## src/rtl/acl_action_pkg.sv

```systemverilog
package acl_action_pkg;

  // Register indices; byte address is four times the index
  localparam logic [7:0] IDX_ACT_A    = 8'h0a;
  localparam logic [7:0] IDX_ACT_B    = 8'h0b;
  localparam logic [7:0] IDX_MASK_HI  = 8'h0c;
  localparam logic [7:0] IDX_MASK_LO  = 8'h0d;
  localparam logic [7:0] IDX_CTRL     = 8'h20;
  localparam logic [7:0] IDX_ISTAT    = 8'h21;
  localparam logic [7:0] IDX_IMASK    = 8'h22;
  localparam logic [7:0] IDX_COUNT    = 8'h23;

  // Action byte A fields
  localparam int A_REMARK_EN  = 2;
  localparam int A_RP_HI_LSB  = 0;
  // Action byte B fields
  localparam int B_RP_LO      = 7;
  localparam int B_MM_LSB     = 5;
  localparam int B_MAP_LSB    = 0;
  localparam int MAP_UNIT_BIT = 4;
  localparam int MAP_DIR_BIT  = 3;
  // Control register fields
  localparam int CTRL_MODE_LSB = 0;
  localparam int CTRL_ENB_LSB  = 2;
  // Interrupt status bits
  localparam int IRQ_EXPIRED  = 0;
  localparam int IRQ_REACHED  = 1;

  localparam logic [7:0] ACT_A_RST   = 8'h00;
  localparam logic [7:0] ACT_B_RST   = 8'h00;
  localparam logic [7:0] MASK_RST    = 8'h00;
  localparam logic [1:0] MODE_COUNT  = 2'h1;
  localparam logic [1:0] ENB_COUNT   = 2'h0;
  localparam logic [4:0] MAP_RSVD    = 5'h08;

  localparam logic [1:0] MM_LUT      = 2'h0;
  localparam logic [1:0] MM_OR       = 2'h1;
  localparam logic [1:0] MM_AND      = 2'h2;
  localparam logic [1:0] MM_ENTRY    = 2'h3;

  localparam int CLK_PERIOD_NS = 10;
  localparam int US_NS         = 1000;
  localparam int MS_US         = 1000;
  localparam int US_CYCLES     = (US_NS + CLK_PERIOD_NS - 1) / CLK_PERIOD_NS;

  localparam logic [1:0] HTRANS_NONSEQ = 2'h2;
  localparam logic [1:0] HTRANS_SEQ    = 2'h3;

  typedef struct packed {
    logic       match;
    logic [2:0] prio;
    logic [4:0] lut_map;
  } pkt_in_s;

  typedef struct packed {
    logic       valid;
    logic [2:0] prio;
    logic [4:0] map;
  } pkt_out_s;

endpackage

```

## src/rtl/acl_entry_action_logic.sv

```systemverilog
`timescale 1ns/10ps
module acl_entry_action_logic (
  input  wire logic                     hclk,
  input  wire logic                     hresetn,
  input  wire logic                     hsel,
  input  wire logic [31:0]              haddr,
  input  wire logic [1:0]               htrans,
  input  wire logic                     hwrite,
  input  wire logic [2:0]               hsize,
  input  wire logic [31:0]              hwdata,
  input  wire logic                     hready,
  output logic                          hreadyout,
  output logic                          hresp,
  output logic [31:0]                   hrdata,
  input  wire acl_action_pkg::pkt_in_s  pkt_in,
  output acl_action_pkg::pkt_out_s      pkt_out,
  output logic [15:0]                   cascade_mask,
  output logic                          irq
);

  typedef struct packed {
    logic                     pend_wr;
    logic [7:0]               pend_idx;
    logic [7:0]               act_a;
    logic [7:0]               act_b;
    logic [7:0]               mask_hi;
    logic [7:0]               mask_lo;
    logic [1:0]               entry_mode_field;
    logic [1:0]               entry_enable_field;
    logic [1:0]               istat;
    logic [1:0]               imask;
    logic [10:0]              cnt;
    logic [6:0]               us_div;
    logic [9:0]               ms_div;
    logic [31:0]              rdata;
    acl_action_pkg::pkt_out_s out;
  } state_s;

  state_s st_r;
  state_s st_nxt;

  // Count value spread over the action fields
  function automatic logic [10:0] count_target(input logic [7:0] a,
                                               input logic [7:0] b);
    count_target = {a, b[acl_action_pkg::B_RP_LO],
                    b[acl_action_pkg::B_MM_LSB +: 2]};
  endfunction

  function automatic logic [4:0] merge_map(input logic [1:0] mm,
                                           input logic [4:0] entry,
                                           input logic [4:0] lut);
    logic [4:0] e;
    e = entry & ~acl_action_pkg::MAP_RSVD;
    unique case (mm)
      acl_action_pkg::MM_LUT:   merge_map = lut;
      acl_action_pkg::MM_OR:    merge_map = e | lut;
      acl_action_pkg::MM_AND:   merge_map = e & lut;
      acl_action_pkg::MM_ENTRY: merge_map = e;
    endcase
  endfunction

  function automatic logic [31:0] read_reg(input state_s s,
                                           input logic [7:0] idx);
    read_reg = 32'h0000_0000;
    unique case (idx)
      acl_action_pkg::IDX_ACT_A:   read_reg[7:0] = s.act_a;
      acl_action_pkg::IDX_ACT_B:   read_reg[7:0] = s.act_b;
      acl_action_pkg::IDX_MASK_HI: read_reg[7:0] = s.mask_hi;
      acl_action_pkg::IDX_MASK_LO: read_reg[7:0] = s.mask_lo;
      acl_action_pkg::IDX_CTRL: begin
        read_reg[acl_action_pkg::CTRL_MODE_LSB +: 2] = s.entry_mode_field;
        read_reg[acl_action_pkg::CTRL_ENB_LSB +: 2]  = s.entry_enable_field;
      end
      acl_action_pkg::IDX_ISTAT:   read_reg[1:0] = s.istat;
      acl_action_pkg::IDX_IMASK:   read_reg[1:0] = s.imask;
      acl_action_pkg::IDX_COUNT:   read_reg[10:0] = s.cnt;
      default:                     read_reg = 32'h0000_0000;
    endcase
  endfunction

  logic        addr_ok;
  logic [7:0]  addr_idx;
  logic        counter_use;
  logic        count_up;
  logic        unit_ms;
  logic [10:0] target;
  logic        us_tick;
  logic        ms_tick;
  logic        tick;
  logic        arm;
  logic [1:0]  ev;
  logic [2:0]  remark_prio;

  always_comb begin
    st_nxt = st_r;
    ev     = 2'h0;
    arm    = 1'b0;

    addr_ok  = hsel && hready && (htrans == acl_action_pkg::HTRANS_NONSEQ ||
                                  htrans == acl_action_pkg::HTRANS_SEQ);
    addr_idx = haddr[9:2];

    // Data phase of a write
    if (st_r.pend_wr) begin
      arm = 1'b1;
      unique case (st_r.pend_idx)
        acl_action_pkg::IDX_ACT_A:   st_nxt.act_a = hwdata[7:0];
        acl_action_pkg::IDX_ACT_B:   st_nxt.act_b = hwdata[7:0];
        acl_action_pkg::IDX_MASK_HI: st_nxt.mask_hi = hwdata[7:0];
        acl_action_pkg::IDX_MASK_LO: st_nxt.mask_lo = hwdata[7:0];
        acl_action_pkg::IDX_CTRL: begin
          st_nxt.entry_mode_field =
            hwdata[acl_action_pkg::CTRL_MODE_LSB +: 2];
          st_nxt.entry_enable_field =
            hwdata[acl_action_pkg::CTRL_ENB_LSB +: 2];
        end
        acl_action_pkg::IDX_IMASK: st_nxt.imask = hwdata[1:0];
        acl_action_pkg::IDX_ISTAT: begin
          st_nxt.istat = st_r.istat & ~hwdata[1:0];
          arm = 1'b0;
        end
        default: arm = 1'b0;
      endcase
    end

    counter_use = st_nxt.entry_mode_field == acl_action_pkg::MODE_COUNT &&
                  st_nxt.entry_enable_field == acl_action_pkg::ENB_COUNT;
    count_up    = st_nxt.act_b[acl_action_pkg::MAP_DIR_BIT];
    unit_ms     = st_nxt.act_b[acl_action_pkg::MAP_UNIT_BIT];
    target      = count_target(st_nxt.act_a, st_nxt.act_b);

    // Time base: microsecond and millisecond enables
    us_tick = st_r.us_div == 7'(acl_action_pkg::US_CYCLES - 1);
    ms_tick = us_tick && st_r.ms_div == 10'(acl_action_pkg::MS_US - 1);
    st_nxt.us_div = us_tick ? 7'h00 : 7'(st_r.us_div + 7'h01);
    if (us_tick) begin
      st_nxt.ms_div = ms_tick ? 10'h000 : 10'(st_r.ms_div + 10'h001);
    end
    tick = unit_ms ? ms_tick : us_tick;

    // Counter; a configuration write restarts it
    if (!counter_use || arm) begin
      st_nxt.cnt = count_up ? 11'h000 : target;
    end else if (count_up) begin
      if (pkt_in.match) begin
        if (11'(st_r.cnt + 11'h001) >= target) begin
          st_nxt.cnt = 11'h000;
          ev[acl_action_pkg::IRQ_REACHED] = 1'b1;
        end else begin
          st_nxt.cnt = 11'(st_r.cnt + 11'h001);
        end
      end
    end else if (tick) begin
      if (st_r.cnt <= 11'h001) begin
        st_nxt.cnt = target;
        ev[acl_action_pkg::IRQ_EXPIRED] = 1'b1;
      end else begin
        st_nxt.cnt = 11'(st_r.cnt - 11'h001);
      end
    end

    // Hardware set wins over a software clear
    st_nxt.istat = st_nxt.istat | ev;

    // Packet action; counter use borrows the action fields
    remark_prio = {st_nxt.act_a[acl_action_pkg::A_RP_HI_LSB +: 2],
                   st_nxt.act_b[acl_action_pkg::B_RP_LO]};
    st_nxt.out.valid = pkt_in.match;
    if (pkt_in.match) begin
      if (counter_use) begin
        st_nxt.out.prio = pkt_in.prio;
        st_nxt.out.map  = pkt_in.lut_map;
      end else begin
        st_nxt.out.prio = st_nxt.act_a[acl_action_pkg::A_REMARK_EN] ?
                          remark_prio : pkt_in.prio;
        st_nxt.out.map  = merge_map(
          st_nxt.act_b[acl_action_pkg::B_MM_LSB +: 2],
          st_nxt.act_b[acl_action_pkg::B_MAP_LSB +: 5],
          pkt_in.lut_map);
      end
    end

    // Address phase; read data taken after any pending write
    st_nxt.pend_wr  = addr_ok && hwrite;
    st_nxt.pend_idx = addr_idx;
    if (addr_ok && !hwrite) begin
      st_nxt.rdata = read_reg(st_nxt, addr_idx);
    end
  end

  always_ff @(posedge hclk or negedge hresetn) begin
    if (!hresetn) begin
      st_r.pend_wr            <= 1'b0;
      st_r.pend_idx           <= 8'h00;
      st_r.act_a              <= acl_action_pkg::ACT_A_RST;
      st_r.act_b              <= acl_action_pkg::ACT_B_RST;
      st_r.mask_hi            <= acl_action_pkg::MASK_RST;
      st_r.mask_lo            <= acl_action_pkg::MASK_RST;
      st_r.entry_mode_field   <= 2'h0;
      st_r.entry_enable_field <= 2'h0;
      st_r.istat              <= 2'h0;
      st_r.imask              <= 2'h0;
      st_r.cnt                <= 11'h000;
      st_r.us_div             <= 7'h00;
      st_r.ms_div             <= 10'h000;
      st_r.rdata              <= 32'h0000_0000;
      st_r.out                <= '0;
    end else begin
      st_r <= st_nxt;
    end
  end

  assign hreadyout    = 1'b1;
  assign hresp        = 1'b0;
  assign hrdata       = st_r.rdata;
  assign pkt_out      = st_r.out;
  assign cascade_mask = {st_r.mask_hi, st_r.mask_lo};
  assign irq          = |(st_r.istat & st_r.imask);

endmodule

```

## config.mk

```make
export PLATFORM = sky130hd
export DESIGN_NAME = acl_entry_action_logic
export DESIGN_NICKNAME = d
export VERILOG_FILES = /design/src/rtl/acl_action_pkg.sv /design/src/rtl/acl_entry_action_logic.sv
export SDC_FILE = /design/constraint.sdc
export NUM_CORES = 1
export LEC_CHECK = 0
export BUFFER_PORTS_ARGS = -buffer_cell sky130_fd_sc_hd__clkbuf_2
export CORE_ASPECT_RATIO = 2
export CORE_MARGIN = 2
export CORE_UTILIZATION = 55
export CTS_CLUSTER_DIAMETER = 100
export CTS_CLUSTER_SIZE = 28
export DETAILED_ROUTE_END_ITERATION = 8
export PLACE_DENSITY = 0.88
export SLEW_MARGIN = 10
export SYNTH_ARGS = -nofsm -noshare
export SYNTH_HDL_FRONTEND = slang
export SYNTH_SLANG_ARGS = --single-unit
```

## constraint.sdc

```tcl
create_clock -name hclk -period 7.7 [get_ports hclk]
set_input_delay 0.77 -clock hclk [delete_from_list [all_inputs] [get_ports hclk]]
set_output_delay 0.77 -clock hclk [all_outputs]
set_load 0.03 [all_outputs]
```

==> results of run 1 <==
[worst paths after layout]
check	end	startpoint	cells after the start
min in group hclk	st_r[43]	st_r[43]	1
worst max-delay path	hrdata[6]	st_r[111]	11
worst min-delay path	st_r[48]	hresetn	1
worst min register to register	st_r[43]	st_r[43]	1
max in group asynchronous	cascade_mask[15]	hresetn	2
worst max register to register	hrdata[6]	st_r[111]	11
[state kept, by name, indices dropped and copies added, names as in the netlist, named ones only]
| signal | cells |
|---|---|
| hrdata | 11 |
| pkt_out | 9 |
| st_r | 60 |
| cascade_mask | 16 |
[power by group]
part	internal, mW	switching (mW)	total, mW
combinational	0.0485	0.121	0.170
sequential	0.527	0.0165	0.544
clock	0.225	0.213	0.438
[cell families (layout without fill, tap and decap cells)]
kind of cell | count (synthesis) | in the layout
buffers and inverters | 114 | 120
AND/OR/NAND/NOR | 210 | 210
AO/OA/AOI/OAI | 139 | 139
multiplexers | 44 | 44
other | 2 | 23
adder cells (fa/ha/maj) | 16 | 16
flip-flops | 97 | 97
XOR/XNOR | 20 | 20
[placed cells by master, fill, tap and decap left out, types with 5 or more instances in the layout]
cell,netlist,final
o211ai_1,8,8
nand4_1,19,19
buf_4,61,6
clkbuf_16,0,9
clkbuf_2,0,66
conb_1,2,23
nor3_1,15,15
a21oi_1,24,24
ha_1,16,16
xnor2_1,14,14
and3_1,12,12
nand2_1,40,40
and4_1,5,5
nand3_1,30,30
o221ai_1,7,7
xor2_1,6,6
nor2b_1,5,5
inv_1,31,31
dfrtp_1,97,97
a31oi_1,10,10
nor2_1,37,37
and2_1,9,9
o21ai_1,5,5
or3_1,5,5
o21ai_0,31,31
mux2i_1,11,11
mux2_2,32,32
[worst max-delay path, cell delays in order, from the launching register on]
cell      delay (ns)
dfrtp_1         0.44
or4bb_1         0.65
nor3_4          0.51
mux2i_1         0.82
ha_1            0.38
nand3_1         0.09
a21boi_0        0.09
o21bai_1        0.56
nand2_1         0.22
o21ai_0         0.33
a32oi_1         0.23
o32ai_2         0.30
[final cells by class]
| class | instances | area [um^2] | area share [%] |
|---|---|---|---|
| Timing Repair Buffer | 72 | 375 | 5.76 |
| Clock buffer | 9 | 225 | 3.46 |
| Multi-Input combinational cell | 452 | 3130 | 48.1 |
| Tap cell | 140 | 175 | 2.69 |
| Clock inverter | 7 | 58.8 | 0.902 |
| Sequential cell | 97 | 2430 | 37.3 |
| Inverter | 32 | 120 | 1.84 |
[layer usage]
layer  wire [um]  vias to the layer above
met5           0                        -
met4        1580                        0
met3        1000                      104
met2        9530                      282
met1        6000                     2590
li1            -                     2313
[stage by stage]
step / setup WS, ns / hold WS, ns / std cells / cell area [um^2]
2_1_floorplan: 3.87 / 0.438 / 663 / 6230
3_3_place_gp: 3.20 / 0.453 / 793 / 6230
3_5_place_dp: 3.11 / 0.461 / 793 / 6230
4_1_cts: 3.06 / 0.270 / 809 / 6520
5_1_grt: 2.81 / 0.282 / 809 / 6520
6_report: 2.99 / 0.268 / 809 / 6520
==> key figures, run 1 <==
Status
  • Status: finished with violations
  • Failing checks: design-rule violations

Global route
  • Vias in the first global route: 5371
  • Top Usage Layer GRT: met2
  • First-pass GRT wire length: between 20000 and 30000 um
  • Antenna violations before repair: 0
  • Largest net degree at the start of global routing: 82
  • Congestion Overflow GR: 0
  • Met3 GRT Util: 5.11%
  • Total GRT Usage: 30.5%
  • M1 GR Usage: a little under a third
  • Met2 usage: 53.6%

Logic synthesis
  • Register area share after synthesis: between 30% and 40%
  • Syn Area/Cell: 9.59 um^2
  • Most instantiated cells after synthesis: 97 x dfrtp_1, 61 x buf_4, 40 x nand2_1, 37 x nor2_1, 32 x mux2_2
  • Adder-cell share of the synthesized area: under 10%
  • Synth Area in Compound Gates: 16.2%
  • Library cells used by synthesis: 79
  • Syn Std Cell Area: 6160 um^2
  • Mapped Cells: approximately 640
  • Yosys reg bits: 97
  • Synth area leader: dfrtp_1
  • Synth warnings: 0
  • Xor and xnor area share after synthesis: 2.85%
  • EDFF count, synth: 0
  • Count leader, synth: dfrtp_1
  • Post-synth ARST share: 100%
  • Largest family of logic cells by synthesized area: simple AND/OR/NAND/NOR gates
  • Top FF cell, synth: dfrtp_1
  • Area share of the largest cell type after synthesis: roughly two fifths
  • Simple-gate share of the synthesized area: approximately 19%
  • Top cells by area, synth: dfrtp_1 39%, buf_4 7.4%, mux2_2 5.9%
  • Mux share of post-synthesis cell area: 7.87%

Power
  • Leak pwr: 2.95 nW
  • Worst vdd ir: about 0.00013 V
  • Power per Cell Area: 177 nW/um^2
  • Power, Total: 1.15 mW

Routing
  • Post-DRT Antenna Nets: 0
  • Vias/cell: 6.54
  • WL final: 18100 um
  • WL/cell: 22.4 um
  • DRC: 1
  • Vias: roughly 5300
  • TritonRoute pass-1 iters: 8
  • First-iteration detailed-routing DRC count: roughly 530

Critical path
  • WP data arrival: 4.96 ns
  • Req. time, crit path: slightly below 8 ns
  • Crit-path max FO: 9
  • Crit end category: register
  • Reg2Reg Setup Slack: between 2 and 3 ns
  • Critical Path Start Type: register
  • Crit Path Class: register to register

Floorplan
  • Die ar.: around 12000 um^2
  • Site Rows: 54
  • I/O pins: about 140
  • Core area: 10900 um^2
  • Die Y: between 150 and 200 um
  • DIE WIDTH: 78.8 um
  • Initial Util: between 50% and 60%

Timing
  • Layout Skew: 0.0101 ns
  • Unrepaired setup endpoints after global routing: no
  • Endpoints failing setup: 0
  • Tcrit/Tclk final: 61.1%
  • Fmax: 0.213 GHz
  • Slew margin rel.: 31.7%
  • Minimum clock period: around 4.7 ns
  • Final hold violations: 0
  • Post-Route Setup TNS: 0 ns
  • Max-slew violations: 0
  • Worst slew pin tran: between 1 and 1.5 ns

Placement
  • GP Congestion: 0.950
  • I/O Buffers: 67
  • Hpwl dp: about 14000 um

Clock tree
  • CTS Buf Count: 9
  • H-tree depth: 3
  • CTS tree: yes
  • Clock sink count: just under 100
  • Post-CTS Setup Inserts: 0
  • Clk Tree Root Cell: clkbuf_16
  • Clock Latency Late Sink: 0.36 ns
  • Max Root-Sink Buffers: 2
  • Clk pin slew, worst setup/hold paths: about 0.080 ns
  • Resized Gates After CTS: 0
  • Post-CTS Hold Buffers: 0

Final layout
  • Diode count: 0
  • # nets final: 763
  • Layout fillers: 928
  • Final core occ: 59.9%
  • P&R area growth vs syn: 5.85%
  • Share of cells above drive strength 1: a little over a fifth

Hold path
  • Worst Hold Class: primary input to asynchronous set/reset pin

Run
  • Max-cap viol count: 0
Power figures use the tool's default switching activity.
==> inputs of run 2 (changes only) <==
Settings changed: ABC_AREA set to 1.
Clock period 7.7 ns to 4.7 ns, I/O delays scaled along.
==> run 2 against run 1 <==
The run now ends clean. Setup slack worse by 2.1 ns. Combinational power grew 11%. Critical path depth grew 12. Non-clock buffer count is 2 higher. Hold slack lost 0.086 ns. Routed wire length down 1.5%. Synthesized cell count increased by 40%. Critical path type unchanged.
==> key figures, run 2 <==
Status
  • Status: finished, final reports clean

Global route
  • Largest net degree at the start of global routing: 62
  • Congestion Overflow GR: 0
  • Vias in the first global route: 5694
  • First-pass GRT wire length: 28300 um
  • Antenna violations before repair: 0
  • Total GRT Usage: roughly 30%

Final layout
  • Multi-input logic area: roughly 3000 um^2
  • Diode count: 0
  • Final core occ: 60.4%
  • Share of cells above drive strength 1: 13.3%
  • Register area: around 2400 um^2
  • Layout fillers: 1052
  • P&R area growth vs syn: 7.01%
  • Max reg flops: 60
  • Most common cell after layout, fill and taps aside: nand2_1
  • Fin cells: 1073
  • Most flop-heavy register: st_r
  • Most frequent cells in the layout: 264 x nand2_1, 120 x inv_1, 97 x dfrtp_1
  • # nets final: 1025

Placement
  • Hpwl dp: between 10000 and 15000 um
  • GP Congestion: 1.01
  • I/O Buffers: 67
  • Placed insts: 1057

Timing
  • Layout Skew: 0.00668 ns
  • Post-Route Setup TNS: 0 ns
  • Hold slack: 0.182 ns
  • Tcrit/Tclk final: about four fifths
  • Unrepaired setup endpoints after global routing: no
  • Fmax: 0.263 GHz
  • Slew margin rel.: around a third
  • Endpoints failing setup: 0
  • Max-slew violations: 0
  • Minimum clock period: 3.80 ns
  • Worst slew pin tran: 0.963 ns
  • Final hold violations: 0

Clock tree
  • Resized Gates After CTS: 0
  • CTS tree: yes
  • Clk Tree Root Cell: clkbuf_16
  • Post-CTS Hold Buffers: 0
  • Clock sink count: 97
  • Clk pin slew, worst setup/hold paths: approximately 0.070 ns
  • Post-CTS Setup Inserts: 0
  • H-tree depth: 3
  • CTS Buf Count: 9
  • Clock Latency Late Sink: 0.35 ns
  • Max Root-Sink Buffers: 2

Logic synthesis
  • Yosys reg bits: 97
  • Post-synth ARST share: 100%
  • EDFF count, synth: 0
  • Synth area leader: dfrtp_1
  • Syn Area/Cell: 7.13 um^2
  • Top cells by area, synth: dfrtp_1 38%, nand2_1 15%, inv_1 7.0%
  • Library cells used by synthesis: 51
  • Syn Std Cell Area: 6410 um^2
  • Register area share after synthesis: 37.9%
  • Area share of the largest cell type after synthesis: 37.9%
  • Count leader, synth: nand2_1
  • Synth warnings: 0
  • Most instantiated cells after synthesis: 264 x nand2_1, 120 x inv_1, 97 x dfrtp_1, 65 x nor2_1, 63 x o21ai_0
  • Top FF cell, synth: dfrtp_1
  • Mapped Cells: 898

Critical path
  • Most used cell, CP: nand2_1
  • WP buf/inv: 1
  • Crit end category: register
  • WP data arrival: 4.08 ns
  • Worst reg2reg startpoint: st_r[116]
  • Reg-to-Reg End: hrdata[4]
  • Crit-path max FO: 9
  • Worst path depth: 23
  • Reg2Reg Setup Slack: about 0.9 ns
  • Crit Path Class: register to register
  • Critical Path Start Type: register
  • R2r worst-path depth: 23
  • Cells along the critical path: nor2_1, nand2_1, nor2_4, nand2_2, nand2_1, and2_1, inv_1, ha_1, nand2_1, nor2_1, nand3_1, nand2_1, nor2_1, nand3_1, o21ai_0, nand2_1, nand2_1, nand2_1, nand2_1, nand2_1, nand2_1, nand2_1, nand2_1
  • Worst Setup EP: hrdata[4]
  • Req. time, crit path: 4.99 ns
  • Max stage delay cell, worst path: dfrtp_1
  • CP peak stage delay: 0.38 ns
  • Worst path top cell family by delay: simple AND/OR/NAND/NOR gates
  • Worst setup path startpoint: st_r[116]

Floorplan
  • Core area: 11400 um^2
  • DIE WIDTH: around 80 um
  • I/O pins: 143
  • Initial Util: 56.4%
  • Die ar.: 12600 um^2
  • Die Y: 157 um
  • Site Rows: 55

Power
  • Sw frac: 26.3%
  • Power per Cell Area: 282 nW/um^2
  • Sequential share of power: between 40% and 50%
  • Worst vdd ir: 0.000212 V
  • Internal power: 1.42 mW
  • Leak pwr: about 3.8 nW
  • Gate power share: 9.7%
  • Net switching power figure: around 0.5 mW
  • Clock share of power: 45.5%

Routing
  • WL final: 17800 um
  • Vias/cell: 5.45
  • DRC: 0
  • First-iteration detailed-routing DRC count: 353
  • Post-DRT Antenna Nets: 0
  • TritonRoute pass-1 iters: 5
  • WL/cell: 16.6 um
  • Vias: 5844

Hold path
  • Worst Hold Class: primary input to asynchronous set/reset pin

Run
  • Max-cap viol count: 0
## run 2: changes by cell type after synthesis, sizes merged, moves of 11 or more
cell | previous run | this run
o21ai | 37 | 70
nand2 | 41 | 275
mux2 | 32 | 0
nand3 | 30 | 55
nor2 | 37 | 75
mux2i | 12 | 1
xnor2 | 14 | 0
inv | 31 | 123
## run 2: final cells by class
class / count / share of cell area [%]
well taps: 142 / 2.59
clock inverters: 7 / 1.83
repair buffers: 74 / 5.69
flip-flops and latches: 97 / 35.4
inverters: 124 / 6.86
clock buffers: 9 / 3.29
multi-input cells: 620 / 44.3
## run 2: how the worst min path moves through the flow
stage                   from                         end  slack, ns  cells after the start
CTS                  hresetn                    st_r[52]       0.23                      1
detailed placement  st_r[51]                    st_r[51]       0.45                      1
finish               hresetn                    st_r[51]       0.18                      1
global placement    st_r[51]                    st_r[51]       0.45                      1
floorplan            hresetn  asynchronous set/reset pin       0.17                      0
global route        haddr[9]                   st_r[116]       0.25                      1
## run 2: cells by family after synthesis
kind of cell	share of synthesized area (%)
other	0.117
muxes	0.156
and+or+nand+nor	30.3
buffers and inverters	15.9
xor gates and xnor gates	1.37
adders and majority gates	3.12
AOI/OAI and AO/OA	11.2
DFF	37.9
## run 2: power groups by stage
stage | clock, mW | combinational [mW] | sequential (mW)
after floorplan | 0 | 0.147 | 0.876
after global placement | 0 | 0.183 | 0.879
after detailed placement | 0 | 0.186 | 0.880
after CTS | 0.882 | 0.187 | 0.864
after global routing | 0.910 | 0.209 | 0.866
final | 0.879 | 0.188 | 0.864
## run 2: per-stage QoR
stage	power [mW]	worst slack, ns	area (um^2)
floorplan	1.02	1.84	6480
global placement	1.06	1.14	6500
detailed placement	1.07	1.02	6500
CTS	1.93	0.990	6860
global route	1.98	0.627	6860
finish	1.93	0.903	6860
## run 2: worst register-to-register path, cell delays in order, from the launching register on
cell and delay (ns):
dfrtp_1 0.38, nor2_1 0.15, nand2_1 0.12, nor2_4 0.21, nand2_2 0.20, nand2_1 0.12, and2_1 0.36, inv_1 0.09
ha_1 0.32, nand2_1 0.10, nor2_1 0.05, nand3_1 0.07, nand2_1 0.05, nor2_1 0.25, nand3_1 0.34, o21ai_0 0.25
nand2_1 0.07, nand2_1 0.06, nand2_1 0.04, nand2_1 0.14, nand2_1 0.11, nand2_1 0.10, nand2_1 0.06, nand2_1 0.09
## run 2: layer usage
layer | vias up | routed length [um] | track usage (%)
li1 | 2821 | - | -
met1 | 2713 | 6040 | 29.3
met2 | 227 | 9560 | 53.9
met3 | 83 | 736 | 4.38
met4 | 0 | 1490 | 23.8
met5 | - | 0 | 0
==> inputs of run 3 (changes only) <==
Clock period 4.7 ns to 3.5 ns, I/O delays scaled along.
==> run 3 against run 2 <==
Setup slack lost 0.73 ns. Sequential share of layout area shrank 0.97 points. Maximum frequency grew 14%. Power grew 28%. Via count grew 3.9%. Non-clock buffer count grew 25. Critical path type unchanged.
==> key figures, run 3 (synthesized netlist as in run 2, its figures left out) <==
Global route
  • Total GRT Usage: 31.9%
  • Top Usage Layer GRT: met2
  • M1 GR Usage: 30.8%
  • Congestion Overflow GR: 0
  • Antenna violations before repair: 0
  • Largest net degree at the start of global routing: 52
  • Vias in the first global route: about 6000
  • Met3 GRT Util: under 10%
  • Met2 usage: 56.2%
  • First-pass GRT wire length: 29800 um

Timing
  • Slew margin rel.: 53.2%
  • PnR worst setup slack: between 0.15 and 0.2 ns
  • Fmax: around 0.3 GHz
  • Minimum clock period: roughly 3.3 ns
  • Final hold violations: 0
  • Max-slew violations: 0
  • Layout Skew: between 0.01 and 0.015 ns
  • Post-Route Setup TNS: 0 ns
  • Worst slew pin tran: 0.699 ns
  • Endpoints failing setup: 0
  • Tcrit/Tclk final: 95.1%

Status
  • Status: finished, final reports clean

Clock tree
  • Clock Latency Late Sink: roughly 0.35 ns
  • Post-CTS Setup Inserts: 0
  • CTS Buf Count: 9
  • Clk pin slew, worst setup/hold paths: 0.08 ns
  • H-tree depth: 3
  • Clk Tree Root Cell: clkbuf_16
  • CTS tree: yes
  • Clock sink count: a little under 100
  • Max Root-Sink Buffers: 2

Final layout
  • Most common cell after layout, fill and taps aside: nand2_1
  • # nets final: 1050
  • Layout fillers: around 1000
  • Most frequent cells in the layout: 262 x nand2_1, 120 x inv_1, 97 x dfrtp_1
  • Most flop-heavy register: st_r
  • Share of cells above drive strength 1: 16.8%
  • Max reg flops: 60
  • P&R area growth vs syn: 10.0%
  • Diode count: 0

Critical path
  • Crit end category: register
  • WP data arrival: between 3 and 4 ns
  • Critical Path Start Type: register
  • Req. time, crit path: around 3.8 ns
  • Crit Path Class: register to register
  • Crit-path max FO: 9

Floorplan
  • Die ar.: 12600 um^2
  • I/O pins: 143
  • Site Rows: 55
  • DIE WIDTH: between 80 and 90 um
  • Core area: 11400 um^2
  • Die Y: 157 um
  • Initial Util: 56.4%

Placement
  • Dpl ws: between 0.15 and 0.2 ns
  • Hpwl dp: roughly 15000 um
  • GP Congestion: 1.09
  • I/O Buffers: 67

Power
  • Power per Cell Area: 350 nW/um^2
  • Leak pwr: 3.87 nW
  • Worst vdd ir: 0.000260 V

Hold path
  • Worst Hold Class: primary input to asynchronous set/reset pin

Routing
  • DRC: 0
  • Vias/cell: 5.53
  • WL final: 19100 um
  • WL/cell: 17.4 um
  • First-iteration detailed-routing DRC count: approximately 370
  • Vias: 6072
  • TritonRoute pass-1 iters: 5
  • Post-DRT Antenna Nets: 0

Run
  • Max-cap viol count: 0
-- run 3: changes by cell type in the layout (fill, tap and decap cells not counted), moves of 3 or more --
cell | before | now
buf_4 | 8 | 33
nand3_1 | 53 | 50
nor2_1 | 65 | 62
o21ai_0 | 63 | 60
o21ai_1 | 6 | 9
-- run 3: worst paths after layout --
path	startpoint	endpoint	slack (ns)	depth (start not counted)
min in group hclk	haddr[9]	st_r[116]	0.14	1
worst min register to register	st_r[51]	st_r[51]	0.47	1
max in group asynchronous	hresetn	pkt_out[1]	2.63	2
worst min-delay path	hresetn	st_r[56]	0.03	1
worst max register to register	st_r[116]	hrdata[3]	0.17	25
worst max-delay path	st_r[116]	hrdata[3]	0.17	25
-- run 3: metal layers --
layer	share of wire [%]	wire length, um
met1	32	6110
met2	52	9990
met3	6.3	1210
met4	9.6	1830
met5	0	0
-- run 3: metrics by stage --
step / power [mW] / hold WS (ns) / util, % / cells / cell area, um^2
6_report: 2.47 / 0.0253 / 62.1 / 1098 / 7050
5_1_grt: 2.55 / 0.0776 / 62.1 / 1098 / 7050
4_1_cts: 2.45 / 0.0499 / 61.6 / 1098 / 6990
3_5_place_dp: 1.44 / 0.416 / 58.9 / 1082 / 6690
3_3_place_gp: 1.44 / 0.403 / 58.9 / 1082 / 6690
2_1_floorplan: 1.37 / 0.0544 / - / 919 / 6480
-- run 3: what timing repair did --
action	in CTS	in global routing
setup endpoints to repair	0	10
gates resized for setup	0	17
hold buffers	0	0
endpoints found under the hold margin	0	0
-- run 3: area by class of cell --
cell class                      count  area, um^2  area share [%]
Multi-Input combinational cell    620        3090            43.9
Sequential cell                    97        2430            34.4
Timing Repair Buffer               99         578            8.20
Inverter                          124         470            6.67
Clock buffer                        9         225            3.19
Tap cell                          142         178            2.52
Clock inverter                      7        76.3            1.08
-- run 3: report_power, final --
group	switching (mW)	internal (mW)	leakage (nW)
clock network	0.466	0.562	0.148
logic	0.202	0.0746	2.52
registers	0.0177	1.14	1.20
total	0.686	1.78	3.87
-- run 3: worst max-delay path, stage by stage, from the launching register on --
cell     delay, ns
dfrtp_1       0.38
nor2_1        0.15
nand2_1       0.13
nor2_4        0.12
nand2_2       0.17
inv_1         0.17
nand2_1       0.08
o21a_1        0.14
inv_1         0.13
ha_1          0.25
nand2_1       0.09
inv_1         0.04
a21oi_1       0.15
nand2_1       0.11
nor2_4        0.13
buf_4         0.14
nand4_1       0.07
o21ai_0       0.09
nand2_1       0.13
nand2_1       0.10
nand2_1       0.06
nand2_2       0.11
nand2_1       0.08
nand2_2       0.14
nand2_1       0.05
nand2_1       0.08
